$ cat config.mk
export PLATFORM = sky130hd
export DESIGN_NAME = host_cmd_end_flat
export DESIGN_NICKNAME = d
export VERILOG_FILES = /design/src/hw/discoverable_param_table_pkg.sv /design/src/hw/spi_link_if.sv /design/src/hw/host_cmd_end.sv /design/src/flat_wrapper.sv
export SDC_FILE = /design/constraint.sdc
export NUM_CORES = 1
export LEC_CHECK = 0
export BUFFER_PORTS_ARGS = -buffer_cell sky130_fd_sc_hd__buf_2
export CAP_MARGIN = 20
export CORE_MARGIN = 4
export CORE_UTILIZATION = 40
export CTS_CLUSTER_DIAMETER = 120
export CTS_CLUSTER_SIZE = 20
export DETAILED_ROUTE_END_ITERATION = 8
export GPL_ROUTABILITY_DRIVEN = 0
export PLACE_DENSITY = 0.55
export REMOVE_ABC_BUFFERS = 1
export SYNTH_ARGS = -nofsm -noshare
export SYNTH_HDL_FRONTEND = slang
export SYNTH_SLANG_ARGS = --single-unit
$ cat constraint.sdc
create_clock -name clk -period 3.36 [get_ports clk]
set_input_delay 0.504 -clock clk [delete_from_list [all_inputs] [get_ports clk]]
set_output_delay 0.504 -clock clk [all_outputs]
set_load 0.05 [all_outputs]
$ cat src/hw/discoverable_param_table_pkg.sv
// Summary of operation
// - Accepted reset aborts work, restores power-on state
// - Accepted reset clears every volatile setting unless vol_set loads them in the same cycle
// - Reset needs 66H frame then 99H frame
// - Commands ignored during reset recovery period
// - Host checks busy and suspend before reset; host_cmd_end sends both reset frames without checking either
// - Opcode 5AH reads read-only parameter table
// - Signature, revision 1.0, one extra header
// - Bytes 07H, 0FH, 17H always FFH
// - First header: ID 00H, 9 dwords, 30H
// - Second header: maker ID, 3 dwords, 60H
// - Byte 30H E5H, byte 31H 20H
// - Byte 32H F1H, byte 33H FFH
// - Byte 38H 44H, byte 39H EBH
// - Byte 3AH 08H, byte 3BH 6BH
`default_nettype none
package discoverable_param_table_pkg;
  // ************************************************************
  // Timing
  // ************************************************************
  localparam int CLK_MHZ = 250;
  localparam int T_RST_US = 30;
  localparam int RST_CYCLES_DEF = T_RST_US * CLK_MHZ;
  localparam int SCK_HALF = 8;
  localparam logic [3:0] PH_RISE = 4'(SCK_HALF - 1);
  localparam logic [3:0] PH_END = 4'(2 * SCK_HALF - 1);
  localparam logic [5:0] GAP_CYCLES = 6'(2 * SCK_HALF);
  // ************************************************************
  // Frame layout and opcodes
  // ************************************************************
  localparam logic [7:0] OP_ARM = 8'h66;
  localparam logic [7:0] OP_RESET = 8'h99;
  localparam logic [7:0] OP_TABLE = 8'h5A;
  localparam logic [5:0] LAST_CMD_BIT = 6'd7;
  localparam logic [5:0] LAST_ADDR_BIT = 6'd31;
  localparam logic [5:0] LAST_DUMMY_BIT = 6'd39;
  localparam logic [5:0] CMD_BITS = 6'd8;
  localparam logic [5:0] TABLE_FRAME_BITS = 6'd40;
  localparam int FIFO_DEPTH = 8;
  // ************************************************************
  // Host command port map
  // ************************************************************
  localparam logic [2:0] REG_CTRL = 3'h0;
  localparam logic [2:0] REG_TADDR = 3'h1;
  localparam logic [2:0] REG_COUNT = 3'h2;
  localparam logic [2:0] REG_STATUS = 3'h3;
  localparam logic [2:0] REG_DATA = 3'h4;
  localparam int CTRL_RESET_BIT = 0;
  localparam int CTRL_TABLE_BIT = 1;
  // ************************************************************
  // Volatile state
  // ************************************************************
  typedef struct packed {
    logic write_latch;
    logic write_in_progress;
    logic suspend_flag;
    logic [7:0] read_param_bits;
    logic [7:0] continuous_read_bits;
    logic [2:0] wrap_setting_bits;
  } vol_s;
  localparam vol_s VOL_RESET = '0;
  // ************************************************************
  // Parameter table contents
  // ************************************************************
  localparam logic [4:0] MFR_IDX = 5'h10;
  localparam logic [7:0] HDR_TBL [0:23] = '{
    8'h53, 8'h46, 8'h44, 8'h50, 8'h00, 8'h01, 8'h01, 8'hFF,
    8'h00, 8'h00, 8'h01, 8'h09, 8'h30, 8'h00, 8'h00, 8'hFF,
    8'h00, 8'h00, 8'h01, 8'h03, 8'h60, 8'h00, 8'h00, 8'hFF};
  localparam logic [7:0] BASIC_TBL [0:11] = '{
    8'hE5, 8'h20, 8'hF1, 8'hFF, 8'hFF, 8'hFF, 8'hFF, 8'h01,
    8'h44, 8'hEB, 8'h08, 8'h6B};

  function automatic logic [7:0] tbl_byte(input logic [23:0] a, input logic [7:0] mfr);
    logic [7:0] b;
    b = 8'hFF;
    if (a[23:5] == 19'h0 && a[4:0] < 5'd24) begin
      b = (a[4:0] == MFR_IDX) ? mfr : HDR_TBL[a[4:0]];
    end else if (a[23:4] == 20'h3 && a[3:0] < 4'd12) begin
      b = BASIC_TBL[a[3:0]];
    end
    return b;
  endfunction
endpackage
`default_nettype wire

$ cat src/hw/spi_link_if.sv
`default_nettype none
interface spi_link_if;
  logic cs_n;
  logic sck;
  logic mosi;
  logic miso;
  logic miso_oe;
  modport flash (input cs_n, input sck, input mosi, output miso, output miso_oe);
  modport host (output cs_n, output sck, output mosi, input miso, input miso_oe);
endinterface
`default_nettype wire

$ cat src/hw/host_cmd_end.sv
`default_nettype none
module byte_fifo
  import discoverable_param_table_pkg::*;
#(
  parameter int W = 8,
  parameter int D = FIFO_DEPTH
) (
  input wire logic clk,
  input wire logic reset,
  input wire logic in_valid,
  output logic in_ready,
  input wire logic [W-1:0] in_data,
  output logic out_valid,
  input wire logic out_ready,
  output logic [W-1:0] out_data,
  output logic [$clog2(D):0] count
);
  localparam int AW = $clog2(D);
  logic [W-1:0] mem_q [D];
  logic [AW:0] wp_q;
  logic [AW:0] wp_d;
  logic [AW:0] rp_q;
  logic [AW:0] rp_d;
  logic push;
  logic pop;

  assign count = wp_q - rp_q;
  assign in_ready = (count != (AW+1)'(D));
  assign out_valid = (wp_q != rp_q);
  assign out_data = mem_q[rp_q[AW-1:0]];
  assign push = in_valid & in_ready;
  assign pop = out_valid & out_ready;

  always_comb begin
    wp_d = push ? wp_q + 1'b1 : wp_q;
    rp_d = pop ? rp_q + 1'b1 : rp_q;
  end

  always_ff @(posedge clk) begin
    if (reset) begin
      wp_q <= '0;
      rp_q <= '0;
    end else begin
      wp_q <= wp_d;
      rp_q <= rp_d;
    end
    if (push) begin
      mem_q[wp_q[AW-1:0]] <= in_data;
    end
  end
endmodule

module host_cmd_end
  import discoverable_param_table_pkg::*;
#(
  parameter int RST_CYCLES = RST_CYCLES_DEF
) (
  input wire logic clk,
  input wire logic reset,
  spi_link_if.host link,
  input wire logic [2:0] addr,
  input wire logic [31:0] wdata,
  input wire logic wr,
  input wire logic rd,
  output logic [31:0] rdata
);
  typedef enum logic [1:0] {H_IDLE, H_SHIFT, H_GAP, H_WAIT} host_state_e;

  // ************************************************************
  // Receive buffer
  // ************************************************************
  logic [1:0] miso_s_q;
  logic fifo_valid;
  logic fifo_ready;
  logic fifo_out_valid;
  logic [7:0] fifo_out;
  logic [3:0] fifo_count;
  logic [7:0] rxsh_q;
  logic pop;

  byte_fifo #(.W(8), .D(FIFO_DEPTH)) rx_fifo (
    .clk(clk),
    .reset(reset),
    .in_valid(fifo_valid),
    .in_ready(fifo_ready),
    .in_data(rxsh_q),
    .out_valid(fifo_out_valid),
    .out_ready(pop),
    .out_data(fifo_out),
    .count(fifo_count)
  );

  // ************************************************************
  // Frame engine
  // ************************************************************
  host_state_e st_q;
  host_state_e st_d;
  logic [39:0] tx_q;
  logic [39:0] tx_d;
  logic [5:0] nbits_q;
  logic [5:0] nbits_d;
  logic [7:0] rxn_q;
  logic [7:0] rxn_d;
  logic [3:0] rxb_q;
  logic [3:0] rxb_d;
  logic [7:0] rxsh_d;
  logic [3:0] ph_q;
  logic [3:0] ph_d;
  logic [5:0] gap_q;
  logic [5:0] gap_d;
  logic [1:0] seq_q;
  logic [1:0] seq_d;
  logic [15:0] wcnt_q;
  logic [15:0] wcnt_d;
  logic cs_n_q;
  logic cs_n_d;
  logic sck_q;
  logic sck_d;
  logic [23:0] taddr_q;
  logic [23:0] taddr_d;
  logic [7:0] count_q;
  logic [7:0] count_d;
  logic [31:0] rdata_q;
  logic [31:0] rdata_d;
  logic idle;

  assign idle = (st_q == H_IDLE);
  assign pop = rd && addr == REG_DATA;

  always_comb begin
    st_d = st_q;
    tx_d = tx_q;
    nbits_d = nbits_q;
    rxn_d = rxn_q;
    rxb_d = rxb_q;
    rxsh_d = rxsh_q;
    ph_d = ph_q;
    gap_d = gap_q;
    seq_d = seq_q;
    wcnt_d = wcnt_q;
    cs_n_d = cs_n_q;
    sck_d = sck_q;
    taddr_d = taddr_q;
    count_d = count_q;
    fifo_valid = 1'b0;
    rdata_d = 32'h0000_0000;
    if (wr && addr == REG_TADDR) begin
      taddr_d = wdata[23:0];
    end
    if (wr && addr == REG_COUNT) begin
      count_d = wdata[7:0];
    end
    if (rd) begin
      unique case (addr)
        REG_TADDR: rdata_d = {8'h00, taddr_q};
        REG_COUNT: rdata_d = {24'h00_0000, count_q};
        REG_STATUS: rdata_d = {27'h000_0000, fifo_count, ~idle};
        REG_DATA: rdata_d = {23'h00_0000, fifo_out_valid, fifo_out};
        default: rdata_d = 32'h0000_0000;
      endcase
    end
    unique case (st_q)
      H_IDLE: begin
        ph_d = 4'd0;
        rxb_d = 4'd0;
        if (wr && addr == REG_CTRL && wdata[CTRL_RESET_BIT]) begin
          tx_d = {OP_ARM, 32'h0000_0000};
          nbits_d = CMD_BITS;
          rxn_d = 8'h00;
          seq_d = 2'd1;
          cs_n_d = 1'b0;
          st_d = H_SHIFT;
        end else if (wr && addr == REG_CTRL && wdata[CTRL_TABLE_BIT]) begin
          tx_d = {OP_TABLE, taddr_q, 8'h00};
          nbits_d = TABLE_FRAME_BITS;
          rxn_d = count_q;
          seq_d = 2'd0;
          cs_n_d = 1'b0;
          st_d = H_SHIFT;
        end
      end
      H_SHIFT: begin
        ph_d = ph_q + 4'd1;
        if (ph_q == PH_RISE) begin
          sck_d = 1'b1;
          if (nbits_q == 6'd0) begin
            rxsh_d = {rxsh_q[6:0], miso_s_q[1]};
            rxb_d = rxb_q + 4'd1;
          end
        end
        if (ph_q == PH_END) begin
          sck_d = 1'b0;
          ph_d = 4'd0;
          if (nbits_q != 6'd0) begin
            tx_d = {tx_q[38:0], 1'b0};
            nbits_d = nbits_q - 6'd1;
            if (nbits_q == 6'd1 && rxn_q == 8'h00) begin
              cs_n_d = 1'b1;
              st_d = H_GAP;
            end
          end else if (rxb_q == 4'd8) begin
            // Full buffer holds the clock until software drains it.
            fifo_valid = 1'b1;
            if (!fifo_ready) begin
              ph_d = ph_q;
            end else begin
              rxb_d = 4'd0;
              rxn_d = rxn_q - 8'h01;
              if (rxn_q == 8'h01) begin
                cs_n_d = 1'b1;
                st_d = H_GAP;
              end
            end
          end
        end
      end
      H_GAP: begin
        gap_d = gap_q + 6'd1;
        if (gap_q == GAP_CYCLES) begin
          gap_d = 6'd0;
          st_d = H_IDLE;
          if (seq_q == 2'd1) begin
            tx_d = {OP_RESET, 32'h0000_0000};
            nbits_d = CMD_BITS;
            seq_d = 2'd2;
            cs_n_d = 1'b0;
            st_d = H_SHIFT;
          end else if (seq_q == 2'd2) begin
            wcnt_d = 16'(RST_CYCLES);
            seq_d = 2'd0;
            st_d = H_WAIT;
          end
        end
      end
      H_WAIT: begin
        wcnt_d = wcnt_q - 16'h0001;
        if (wcnt_q == 16'h0001) begin
          st_d = H_IDLE;
        end
      end
    endcase
  end

  always_ff @(posedge clk) begin
    if (reset) begin
      miso_s_q <= 2'b00;
      st_q <= H_IDLE;
      tx_q <= 40'h00_0000_0000;
      nbits_q <= 6'd0;
      rxn_q <= 8'h00;
      rxb_q <= 4'd0;
      rxsh_q <= 8'h00;
      ph_q <= 4'd0;
      gap_q <= 6'd0;
      seq_q <= 2'd0;
      wcnt_q <= 16'h0000;
      cs_n_q <= 1'b1;
      sck_q <= 1'b0;
      taddr_q <= 24'h00_0000;
      count_q <= 8'h00;
      rdata_q <= 32'h0000_0000;
    end else begin
      miso_s_q <= {miso_s_q[0], link.miso};
      st_q <= st_d;
      tx_q <= tx_d;
      nbits_q <= nbits_d;
      rxn_q <= rxn_d;
      rxb_q <= rxb_d;
      rxsh_q <= rxsh_d;
      ph_q <= ph_d;
      gap_q <= gap_d;
      seq_q <= seq_d;
      wcnt_q <= wcnt_d;
      cs_n_q <= cs_n_d;
      sck_q <= sck_d;
      taddr_q <= taddr_d;
      count_q <= count_d;
      rdata_q <= rdata_d;
    end
  end

  assign link.cs_n = cs_n_q;
  assign link.sck = sck_q;
  assign link.mosi = tx_q[39];
  assign rdata = rdata_q;
endmodule
`default_nettype wire

$ cat src/flat_wrapper.sv
// flat-port wrapper written by rule: the top's interface ports become plain ports
module host_cmd_end_flat import discoverable_param_table_pkg::*;
#(
  parameter int RST_CYCLES = RST_CYCLES_DEF
)
  (clk, reset, addr, wdata, wr, rd, rdata, link_cs_n, link_sck, link_mosi, link_miso, link_miso_oe);
  spi_link_if link_i ();
  input wire logic clk;
  input wire logic reset;
  input wire logic [2:0] addr;
  input wire logic [31:0] wdata;
  input wire logic wr;
  input wire logic rd;
  output logic [31:0] rdata;
  output wire logic [$bits(link_i.cs_n)-1:0] link_cs_n;
  output wire logic [$bits(link_i.sck)-1:0] link_sck;
  output wire logic [$bits(link_i.mosi)-1:0] link_mosi;
  input wire logic [$bits(link_i.miso)-1:0] link_miso;
  input wire logic [$bits(link_i.miso_oe)-1:0] link_miso_oe;
  assign link_cs_n = link_i.cs_n;
  assign link_sck = link_i.sck;
  assign link_mosi = link_i.mosi;
  assign link_i.miso = link_miso;
  assign link_i.miso_oe = link_miso_oe;
  host_cmd_end #(.RST_CYCLES(RST_CYCLES)) u_core (.clk(clk), .reset(reset), .link(link_i), .addr(addr), .wdata(wdata), .wr(wr), .rd(rd), .rdata(rdata));
endmodule
; Word-level counts from Yosys, hierarchy flattened
; Memories as Yosys holds them, arrays and structs flattened. A register that Yosys moved wholly into a read port is not among the register bits.
; Index checks and enable logic that the tools add are counted.
[totals]
reg_bits = 172
latchBits = 0
ram_bits = 64
mem_bits_ro = 0
in_bits = 41
out_inout_bits = 35
elab_cells = 173
memories = 1
[memory_table]
columns = memory, words, word_bits, rd, rd_clocked_by_memory_dff, wr, line
row1 = u_core.rx_fifo.mem_q, 8, 8, 1, 1, 1, host_cmd_end.sv:19  ; logic [W-1:0] mem_q [D];
[op_classes]
n_addsub = 9
multipliers = 0
div_mod_pow = 0
n_lt_le_gt_ge = 0
n_eq_ne = 35
shift = 0
mux = 79
bitwise = 4
n_reduce_logical = 27
[op_table]
columns = op, n
row1 = two-way mux 40 bit, 6
row2 = case mux 40 bit (3 select lines), 1
row3 = case mux 24 bit (4 select lines), 1
row4 = two-way mux 16 bit, 3
row5 = two-way mux 8 bit, 6
row6 = two-way mux 6 bit, 7
row7 = two-way mux 4 bit, 10
row8 = two-way mux 2 bit, 17
row9 = case mux 16 bit (2 select lines), 1
row10 = two-way mux 1 bit, 18
row11 = case mux 6 bit (3 select lines), 1
row12 = "adder 4 x 1 -> 4 bit, second input constant", 4
row13 = "equality test 16 x 1 -> 1 bit, second input constant", 1
row14 = "!= test 2 x 1 -> 1 bit, second input constant", 8
row15 = case mux 4 bit (2 select lines), 2
row16 = case mux 8 bit (2 select lines), 1
row17 = "subtractor 16 x 1 -> 16 bit, second input constant", 1
row18 = "!= test 3 x 1 -> 1 bit, second input constant", 4
row19 = AND reduction 6 bit, 2
row20 = AND reduction 9 bit, 1
row21 = "equality test 4 bit, second input constant", 2
row22 = "equality test 8 x 1 -> 1 bit, second input constant", 1
row23 = logical NOT 8 bit, 1
row24 = case mux 2 bit (4 select lines), 1
row25 = other kinds (34), 54

; Logic depth before layout (Yosys ltp)
; Gate-level depths: netlist of the first run.
[logic_depth]
word_depth = 8
depth_mapped = 10
mapped_depth_nobuf = 9

; Cells and area by module
; Synthesis of the first run repeated with hierarchy kept, for this count alone.
[unflattened]
hier_cells = 966
hier_area_um2 = 9927.0
[by_module_without_submodules]
columns = module, n_inst, cells_each, area_per_inst_um2, seq_area_each_um2
row1 = host_cmd_end, 1, 791, 6710.2, 2962.8
row2 = byte_fifo, 1, 175, 3216.8, 2142.1

; Worst setup path before layout of the first run
; Ideal clock, no wire load.
[synth_path]
path_kind = register to register
from = register u_core.rx_fifo.wp_q[0]
to = memory u_core.rx_fifo.mem_q[4][0] (enable)
arrival_time_ps = 2586
required_time_ps = 2975
slack_ps = 388
path_stages_with_launch = 10
path_buffers = 0
synth_period_minus_slack_ps = 2972
cell_sequence = dfxtp_1 > inv_1 > ha_1 > inv_1 > fa_1 > xnor2_1 > and3b_1 > a31oi_1 > nand2_1 > nor3b_1
[synth_between]
elab_chain_cells = 5
[synth_rtl]
columns = item, line
row1 = start: declaration, host_cmd_end.sv:20  ; logic [AW:0] wp_q;
row2 = start signal: assignment, host_cmd_end.sv:44  ; wp_q <= wp_d;
row3 = subtractor 4 bit, host_cmd_end.sv:27  ; assign count = wp_q - rp_q;
row4 = != test 4 bit, host_cmd_end.sv:28  ; assign in_ready = (count != (AW+1)'(D));
row5 = AND 1 bit, host_cmd_end.sv:31  ; assign push = in_valid & in_ready;
row6 = two-way mux 1 bit, host_cmd_end.sv:47  ; if (push) begin
row7 = two-way mux 1 bit (not written as such), host_cmd_end.sv:48  ; mem_q[wp_q[AW-1:0]] <= in_data;
row8 = end: declaration, host_cmd_end.sv:19
; Parallel ways exist; a longest one is shown, timed or not.

; Worst setup path in the final report of the first run
[layout_path]
from = register u_core.rx_fifo.wp_q[0]
to = memory u_core.rx_fifo.mem_q[2][6] (enable)
; The elaborated chain is that of the path after synthesis.

==> results of run 1 <==
==> cell usage in the layout, fill, tap and decap left out, drive strengths merged, types with 20 or more instances in the layout <==
cell type | Yosys | layout
inv | 30 | 31
edfxtp | 64 | 64
a221oi | 25 | 25
dfxtp | 159 | 159
nor2 | 106 | 106
a21oi | 62 | 62
mux2i | 28 | 28
ha | 25 | 25
nor3 | 39 | 39
o21ai | 20 | 20
buf | 19 | 85
nand2 | 75 | 75
==> metrics by stage <==
step                      hold slack (ns)  cells  util [%]  area (um^2)  setup slack (ns)
after detailed placement            0.427   1292      43.8        10400             0.641
after global placement              0.425   1292      43.8        10400             0.716
after floorplan                     0.414    888         -         9500             0.273
final                               0.257   1312      45.5        10800             0.650
after global routing                0.241   1312      45.5        10800             0.327
after CTS                           0.243   1312      45.5        10800             0.598
==> logic make-up (layout without fill, tap and decap cells) <==
logic type	Yosys count	count (layout)	synth area share, %
AND/OR/NAND/NOR	338	338	17.6
flip-flops	223	223	52.2
AO/OA/AOI/OAI	196	196	13.8
buffers and inverters	99	135	4.27
multiplexers	45	45	6.67
adder cells (fa/ha/maj)	26	26	3.40
XOR/XNOR	22	22	1.97
other	1	8	0.0384
==> how the worst max path moves through the flow <==
| stage | end | start | depth (start not counted) |
|---|---|---|---|
| global placement | u_core.rx_fifo.mem_q[4][6] | u_core.rx_fifo.wp_q[0] | 11 |
| detailed placement | u_core.rx_fifo.mem_q[2][5] | u_core.rx_fifo.wp_q[0] | 11 |
| floorplan | u_core.rx_fifo.mem_q[4][0] | u_core.st_q[1] | 7 |
| global route | u_core.rx_fifo.mem_q[2][6] | u_core.rx_fifo.wp_q[0] | 11 |
| finish | u_core.rx_fifo.mem_q[2][6] | u_core.rx_fifo.wp_q[0] | 11 |
| CTS | u_core.rx_fifo.mem_q[2][6] | u_core.rx_fifo.wp_q[0] | 11 |
==> flip-flops by register name, indices dropped and copies added, names as in the netlist, 6 cells and up, named ones only <==
signal and count:
u_core.count_q 8, u_core.gap_q 6, u_core.nbits_q 6, u_core.rdata 24
u_core.rx_fifo.mem_q 64, u_core.rxn_q 8, u_core.rxsh_q 8, u_core.taddr_q 24
u_core.tx_q 32, u_core.wcnt_q 16
==> layer usage <==
| layer | part of all wire, % | global-route usage [%] |
|---|---|---|
| met1 | 47 | 23.3 |
| met2 | 47 | 26.4 |
| met3 | 4.4 | 2.69 |
| met4 | 2.1 | 3.74 |
| met5 | 0.094 | 0 |
==> power groups by stage <==
stage | Clock [W] | Combinational [W] | Sequential (W)
after detailed placement | 0 | 0.00132 | 0.00314
after CTS | 0.00181 | 0.00132 | 0.00307
after floorplan | 0 | 0.000913 | 0.00313
after global placement | 0 | 0.00131 | 0.00313
final | 0.00174 | 0.00131 | 0.00307
after global routing | 0.00192 | 0.00147 | 0.00310
==> layout make-up <==
type / instances / area [um^2] / share of cell area [%]
Clock inverter: 1 / 20.0 / 0.185
Multi-Input combinational cell: 635 / 4290 / 39.7
Clock buffer: 19 / 390 / 3.61
Sequential cell: 223 / 5100 / 47.2
Inverter: 30 / 113 / 1.04
Timing Repair Buffer: 85 / 495 / 4.58
Tap cell: 319 / 399 / 3.69
==> worst max-delay path: cells and delay by family, from the launching register on <==
kind            cells  cell delay (ns)
compound gates      1             0.21
simple gates        3             0.59
fa+ha+maj           2             0.54
xor+xnor            1             0.15
flops               1             0.33
buf+inv             4             0.58
==> metrics.txt, run 1 <==
outcome finished clean; FF-to-FF path depth 11; worst hold path class in -> reg; synth cell count leaders 159 x dfxtp_1, 106 x nor2_1, 75 x nand2_1; I/O pin total 76; Total GRT Usage 16.4%; Int Pwr 0.00425 W; total die area 0.0270 mm^2; crit path capture type register; period utilization 80.6%; Post-CTS Resized 0; Post-CTS Setup Inserts 0; CTS tree yes; R2R setup slack 0.65 ns; core area 0.0238 mm^2; worst r2r dst u_core.rx_fifo.mem_q[2][6]; Final Skew 0.0219 ns; share of layout cells above drive strength 1 14.0%; Final TNS setup 0 ns; worst-skew pair later-pin latency 0.48 ns; Data arrival, critical path 2.89 ns; GRT overflow 0; CTS Buffer Depth 3; Mean Syn Cell Area 10.3 um^2; sequential-to-total area share from yosys stat 52.2%; vias in the first global route 6608; Max Cap Violations 0; Clk pin slew, worst setup/hold paths 0.09 ns; Reg power frac 50.2%; initial antenna violation count 2; Primary FF master, synth dfxtp_1; hpwl dp 14900 um; Synth async-reset ratio 0%; critical path type reg -> reg; Reg-to-Reg Start u_core.rx_fifo.wp_q[0]; die height 164 um; FILL cells 2269; Max Slew Vio Count 0; Yosys cell types 75; DIE WIDTH 164 um; power density over cell area 566 mW/mm^2; row count 56; Final Total Pwr 0.00612 W; Via density 5.43; Cells after Synth 950; Leak 3.80 nW; DRT Pass-1 Iters 5; Post-Synthesis Cell Area 0.00978 mm^2; Crit-path slowest cell fa_1; Syn. warnings 0; Vias 7121; Initial Util 41.2%; Setup Viol. Count Final 0; # diodes 0; RSZ-0062 raised after global routing false; final wirelength 22300 um; synthesized flop and latch total 223; CP Launch Type register; WP data required 3.54 ns; NetSw 0.00187 W; worst IR drop on VDD 342 uV; IO buf count 58; worst slew pin tran 0.869 ns; Max FO, Critical Path 8; per-cell routed wire length 17.0 um; Switching Share 30.5%; Cell Chain, Critical Path inv_1 > ha_1 > inv_1 > fa_1 > xnor2_1 > and3b_1 > a31oi_1 > buf_4 > nand2_1 > nor3b_1 > buf_4; H-tree levels 1; CTS Buf Count 15; Root Buffer clkbuf_16; Max Clk Rate 0.369 GHz; post-route ant nets 0; Area Overhead vs Synth 10.6%; first-pass GRT wire length 35900 um; hold depth 2; synth top area cells dfxtp_1 33%, edfxtp_1 20%, nor2_1 4.1%, mux4_2 3.7%, ha_1 3.2%; power share of the clock group 28.4%; EDFF count, synth 64; post-synth top area share 32.6%; DRC errors left 0; Slew Limit Headroom 42.1%; CP peak stage delay 0.37 ns; Final Hold Fails 0; CTS sink cnt 223; cts hold-fix bufs 0; Yosys top cell by area dfxtp_1; initial drt markers 462; Layout Nets 1057; combinational power share 21.4%; largest net degree at the start of global routing 78; Tmin final 2.71 ns; sink of the worst hold path u_core.miso_s_q[0]; min-delay src link_miso; most common cell in the netlist dfxtp_1
(Power assumes the default switching activity.)
==> run 2: changes to the inputs <==
ABC_AREA = 1   (was not set)
PLACE_DENSITY = 0.57   (was 0.55)
clock period = 2.15 ns   (was 3.36 ns; I/O delays follow)
==> metrics.txt, run 2 <==
Vias 8085; CP peak stage delay 0.52 ns; FILL cells 2391; Max FO, Critical Path 8; Yosys top cell by area dfxtp_1; WP data required 2.33 ns; synth cell count leaders 159 x dfxtp_1, 152 x nor2_1, 135 x nand2_1; Primary FF master, synth dfxtp_1; Max Cap Violations 0; post-route ant nets 0; IO buf count 58; Core Util, Final 46.9%; crit path capture type register; Slew Limit Headroom 62.2%; Crit-path slowest cell fa_2; Syn. warnings 0; H-tree levels 1; DRC errors left 0; Post-Synthesis Cell Area 0.00997 mm^2; Final Hold Fails 0; share of layout cells above drive strength 1 15.3%; core area 0.0244 mm^2; initial antenna violation count 0; worst IR drop on VDD 583 uV; CTS tree yes; total die area 0.0275 mm^2; Tmin final 2.16 ns; R2R setup slack -0.01 ns; DRT Pass-1 Iters 5; most common cell after layout, fill and taps aside dfxtp_1; Initial Util 40.9%; most common cell in the netlist dfxtp_1; Layout Nets 1345; Mean Syn Cell Area 8.31 um^2; die height 166 um; DIE WIDTH 166 um; cts hold-fix bufs 0; # diodes 0; power density over cell area 837 mW/mm^2; Reg-to-Reg Start u_core.rx_fifo.wp_q[0]; violated checks setup timing; per-cell routed wire length 14.7 um; Area Overhead vs Synth 14.7%; Via density 5.03; outcome finished with violations; synth top area cells dfxtp_1 32%, edfxtp_1 19%, a21oi_1 5.8%, nor2_1 5.7%, o21ai_0 5.1%; FF-to-FF path depth 13; commonest non-fill, non-tap cells in the layout 156 x dfxtp_1, 149 x nor2_1, 132 x nand2_1, 127 x inv_1, 115 x a21oi_1; Data arrival, critical path 2.34 ns; I/O pin total 76; EDFF count, synth 64; GRT overflow 0; largest net degree at the start of global routing 69; worst hold path class in -> reg; Largest register FFs 64; first-pass GRT wire length 38200 um; worst r2r dst u_core.rx_fifo.mem_q[1][3]; post-synth top area share 31.9%; Max Clk Rate 0.463 GHz; CTS sink cnt 223; Root Buffer clkbuf_16; Leak 4.61 nW; final wirelength 23600 um; Yosys cell types 45; min-delay src link_miso; Clk pin slew, worst setup/hold paths 0.08 ns; CP Launch Type register; worst slew pin tran 0.566 ns; Setup Viol. Count Final 1; hpwl dp 16300 um; critical path type reg -> reg; Final Skew 0.0166 ns; Synth async-reset ratio 0%; sequential-to-total area share from yosys stat 51.2%; hold depth 3; most used cell, CP inv_2; min setup slack post-route -0.0110 ns; sink of the worst hold path u_core.miso_s_q[0]; CP bufs+invs 5; CTS Buf Count 15; row count 57; Cell Chain, Critical Path inv_2 > ha_4 > inv_2 > fa_2 > inv_2 > nand2_2 > nor2_2 > nand3_2 > nand2_4 > inv_6 > nand2_8 > nor3_4 > buf_6; worst-skew pair later-pin latency 0.47 ns; Max Slew Vio Count 0; Cells after Synth 1199; Crit path max-delay family adder cells; Total GRT Usage 16.5%; period utilization 101%; RSZ-0062 raised after global routing true; synthesized flop and latch total 223; vias in the first global route 7333; Final Total Pwr 0.00957 W; initial drt markers 559; CTS Buffer Depth 3
## run 2: changes by cell type after synthesis, moves of 16 or more
cell | before | now
inv_1 | 30 | 131
a21oi_1 | 62 | 116
clkbuf_1 | 50 | 30
nor2_1 | 106 | 152
a221oi_1 | 25 | 0
o21ai_1 | 0 | 32
o21ai_0 | 19 | 102
nand3_1 | 16 | 60
o22ai_1 | 2 | 29
nand2_1 | 75 | 135
and2_1 | 19 | 0
mux2i_1 | 28 | 0
mux4_2 | 16 | 0
## run 2: timing repair
action                     CTS  global route
setup endpoints to repair   76            87
pin swaps                    6             7
gates cloned                 0             1
gates resized for setup     22            23
buffers inserted             0             2
## run 2: worst register-to-register path: cells and delay by family (launching register included)
| family | cells | cell delay, ns |
|---|---|---|
| adders and majority gates | 2 | 0.64 |
| DFF | 1 | 0.33 |
| buffers and inverters | 5 | 0.40 |
| and+or+nand+nor | 6 | 0.50 |
## run 2: worst max-delay path by stage
stage                                      start                         end  slack [ns]  cells after the start
after floorplan           u_core.rx_fifo.wp_q[0]  u_core.rx_fifo.mem_q[0][0]       -0.49                     13
after global placement    u_core.rx_fifo.wp_q[0]  u_core.rx_fifo.mem_q[4][7]       -0.15                     14
after detailed placement  u_core.rx_fifo.wp_q[0]  u_core.rx_fifo.mem_q[4][7]       -0.17                     14
after CTS                 u_core.rx_fifo.wp_q[0]  u_core.rx_fifo.mem_q[5][3]       -0.05                     13
after global routing      u_core.rx_fifo.wp_q[0]  u_core.rx_fifo.mem_q[1][3]       -0.09                     13
final                     u_core.rx_fifo.wp_q[0]  u_core.rx_fifo.mem_q[1][3]       -0.01                     13
## run 2: per-layer routing
metal / wire length (um) / global-route usage (%)
met5: 0 / 0
met2: 11200 / 27.9
met4: 556 / 3.69
met1: 10900 / 22.5
met3: 917 / 2.14
## run 2: report_power, final
| part | internal, W | leakage [nW] | switching [W] | total (W) |
|---|---|---|---|---|
| clock | 0.00131 | 0.201 | 0.00144 | 0.00275 |
| combinational | 0.000748 | 2.38 | 0.00138 | 0.00213 |
| sequential | 0.00457 | 2.03 | 0.000127 | 0.00469 |
| total | 0.00663 | 4.61 | 0.00295 | 0.00957 |
## run 2: logic make-up after synthesis
kind of cell	share of synthesized area, %
fa+ha+maj	3.34
compound gates	17.0
buf+inv	8.36
other cells	0.0376
xor+xnor	1.41
flops	51.2
simple gates	18.6
## run 2: cell type report
class	instances	area [um^2]	share of cell area, %
clock buffers	20	394	3.45
clock inverters	1	20.0	0.175
inverters	141	534	4.67
multi-input cells	784	4210	36.8
flip-flops and latches	223	5110	44.7
well taps	324	405	3.54
repair buffers	113	763	6.67
## run 2: through the flow
step / TNS [ns] / std cells / instance area (um^2) / worst slack [ns] / hold WS (ns)
finish: -0.0110 / 1606 / 11400 / -0.0110 / 0.0463
global route: -2.59 / 1606 / 11400 / -0.0860 / 0.0385
CTS: -0.564 / 1603 / 11300 / -0.0517 / 0.0281
detailed placement: -6.94 / 1582 / 10800 / -0.167 / 0.396
global placement: -5.91 / 1582 / 10800 / -0.151 / 0.389
floorplan: -30.04 / 1147 / 9690 / -0.486 / 0.388
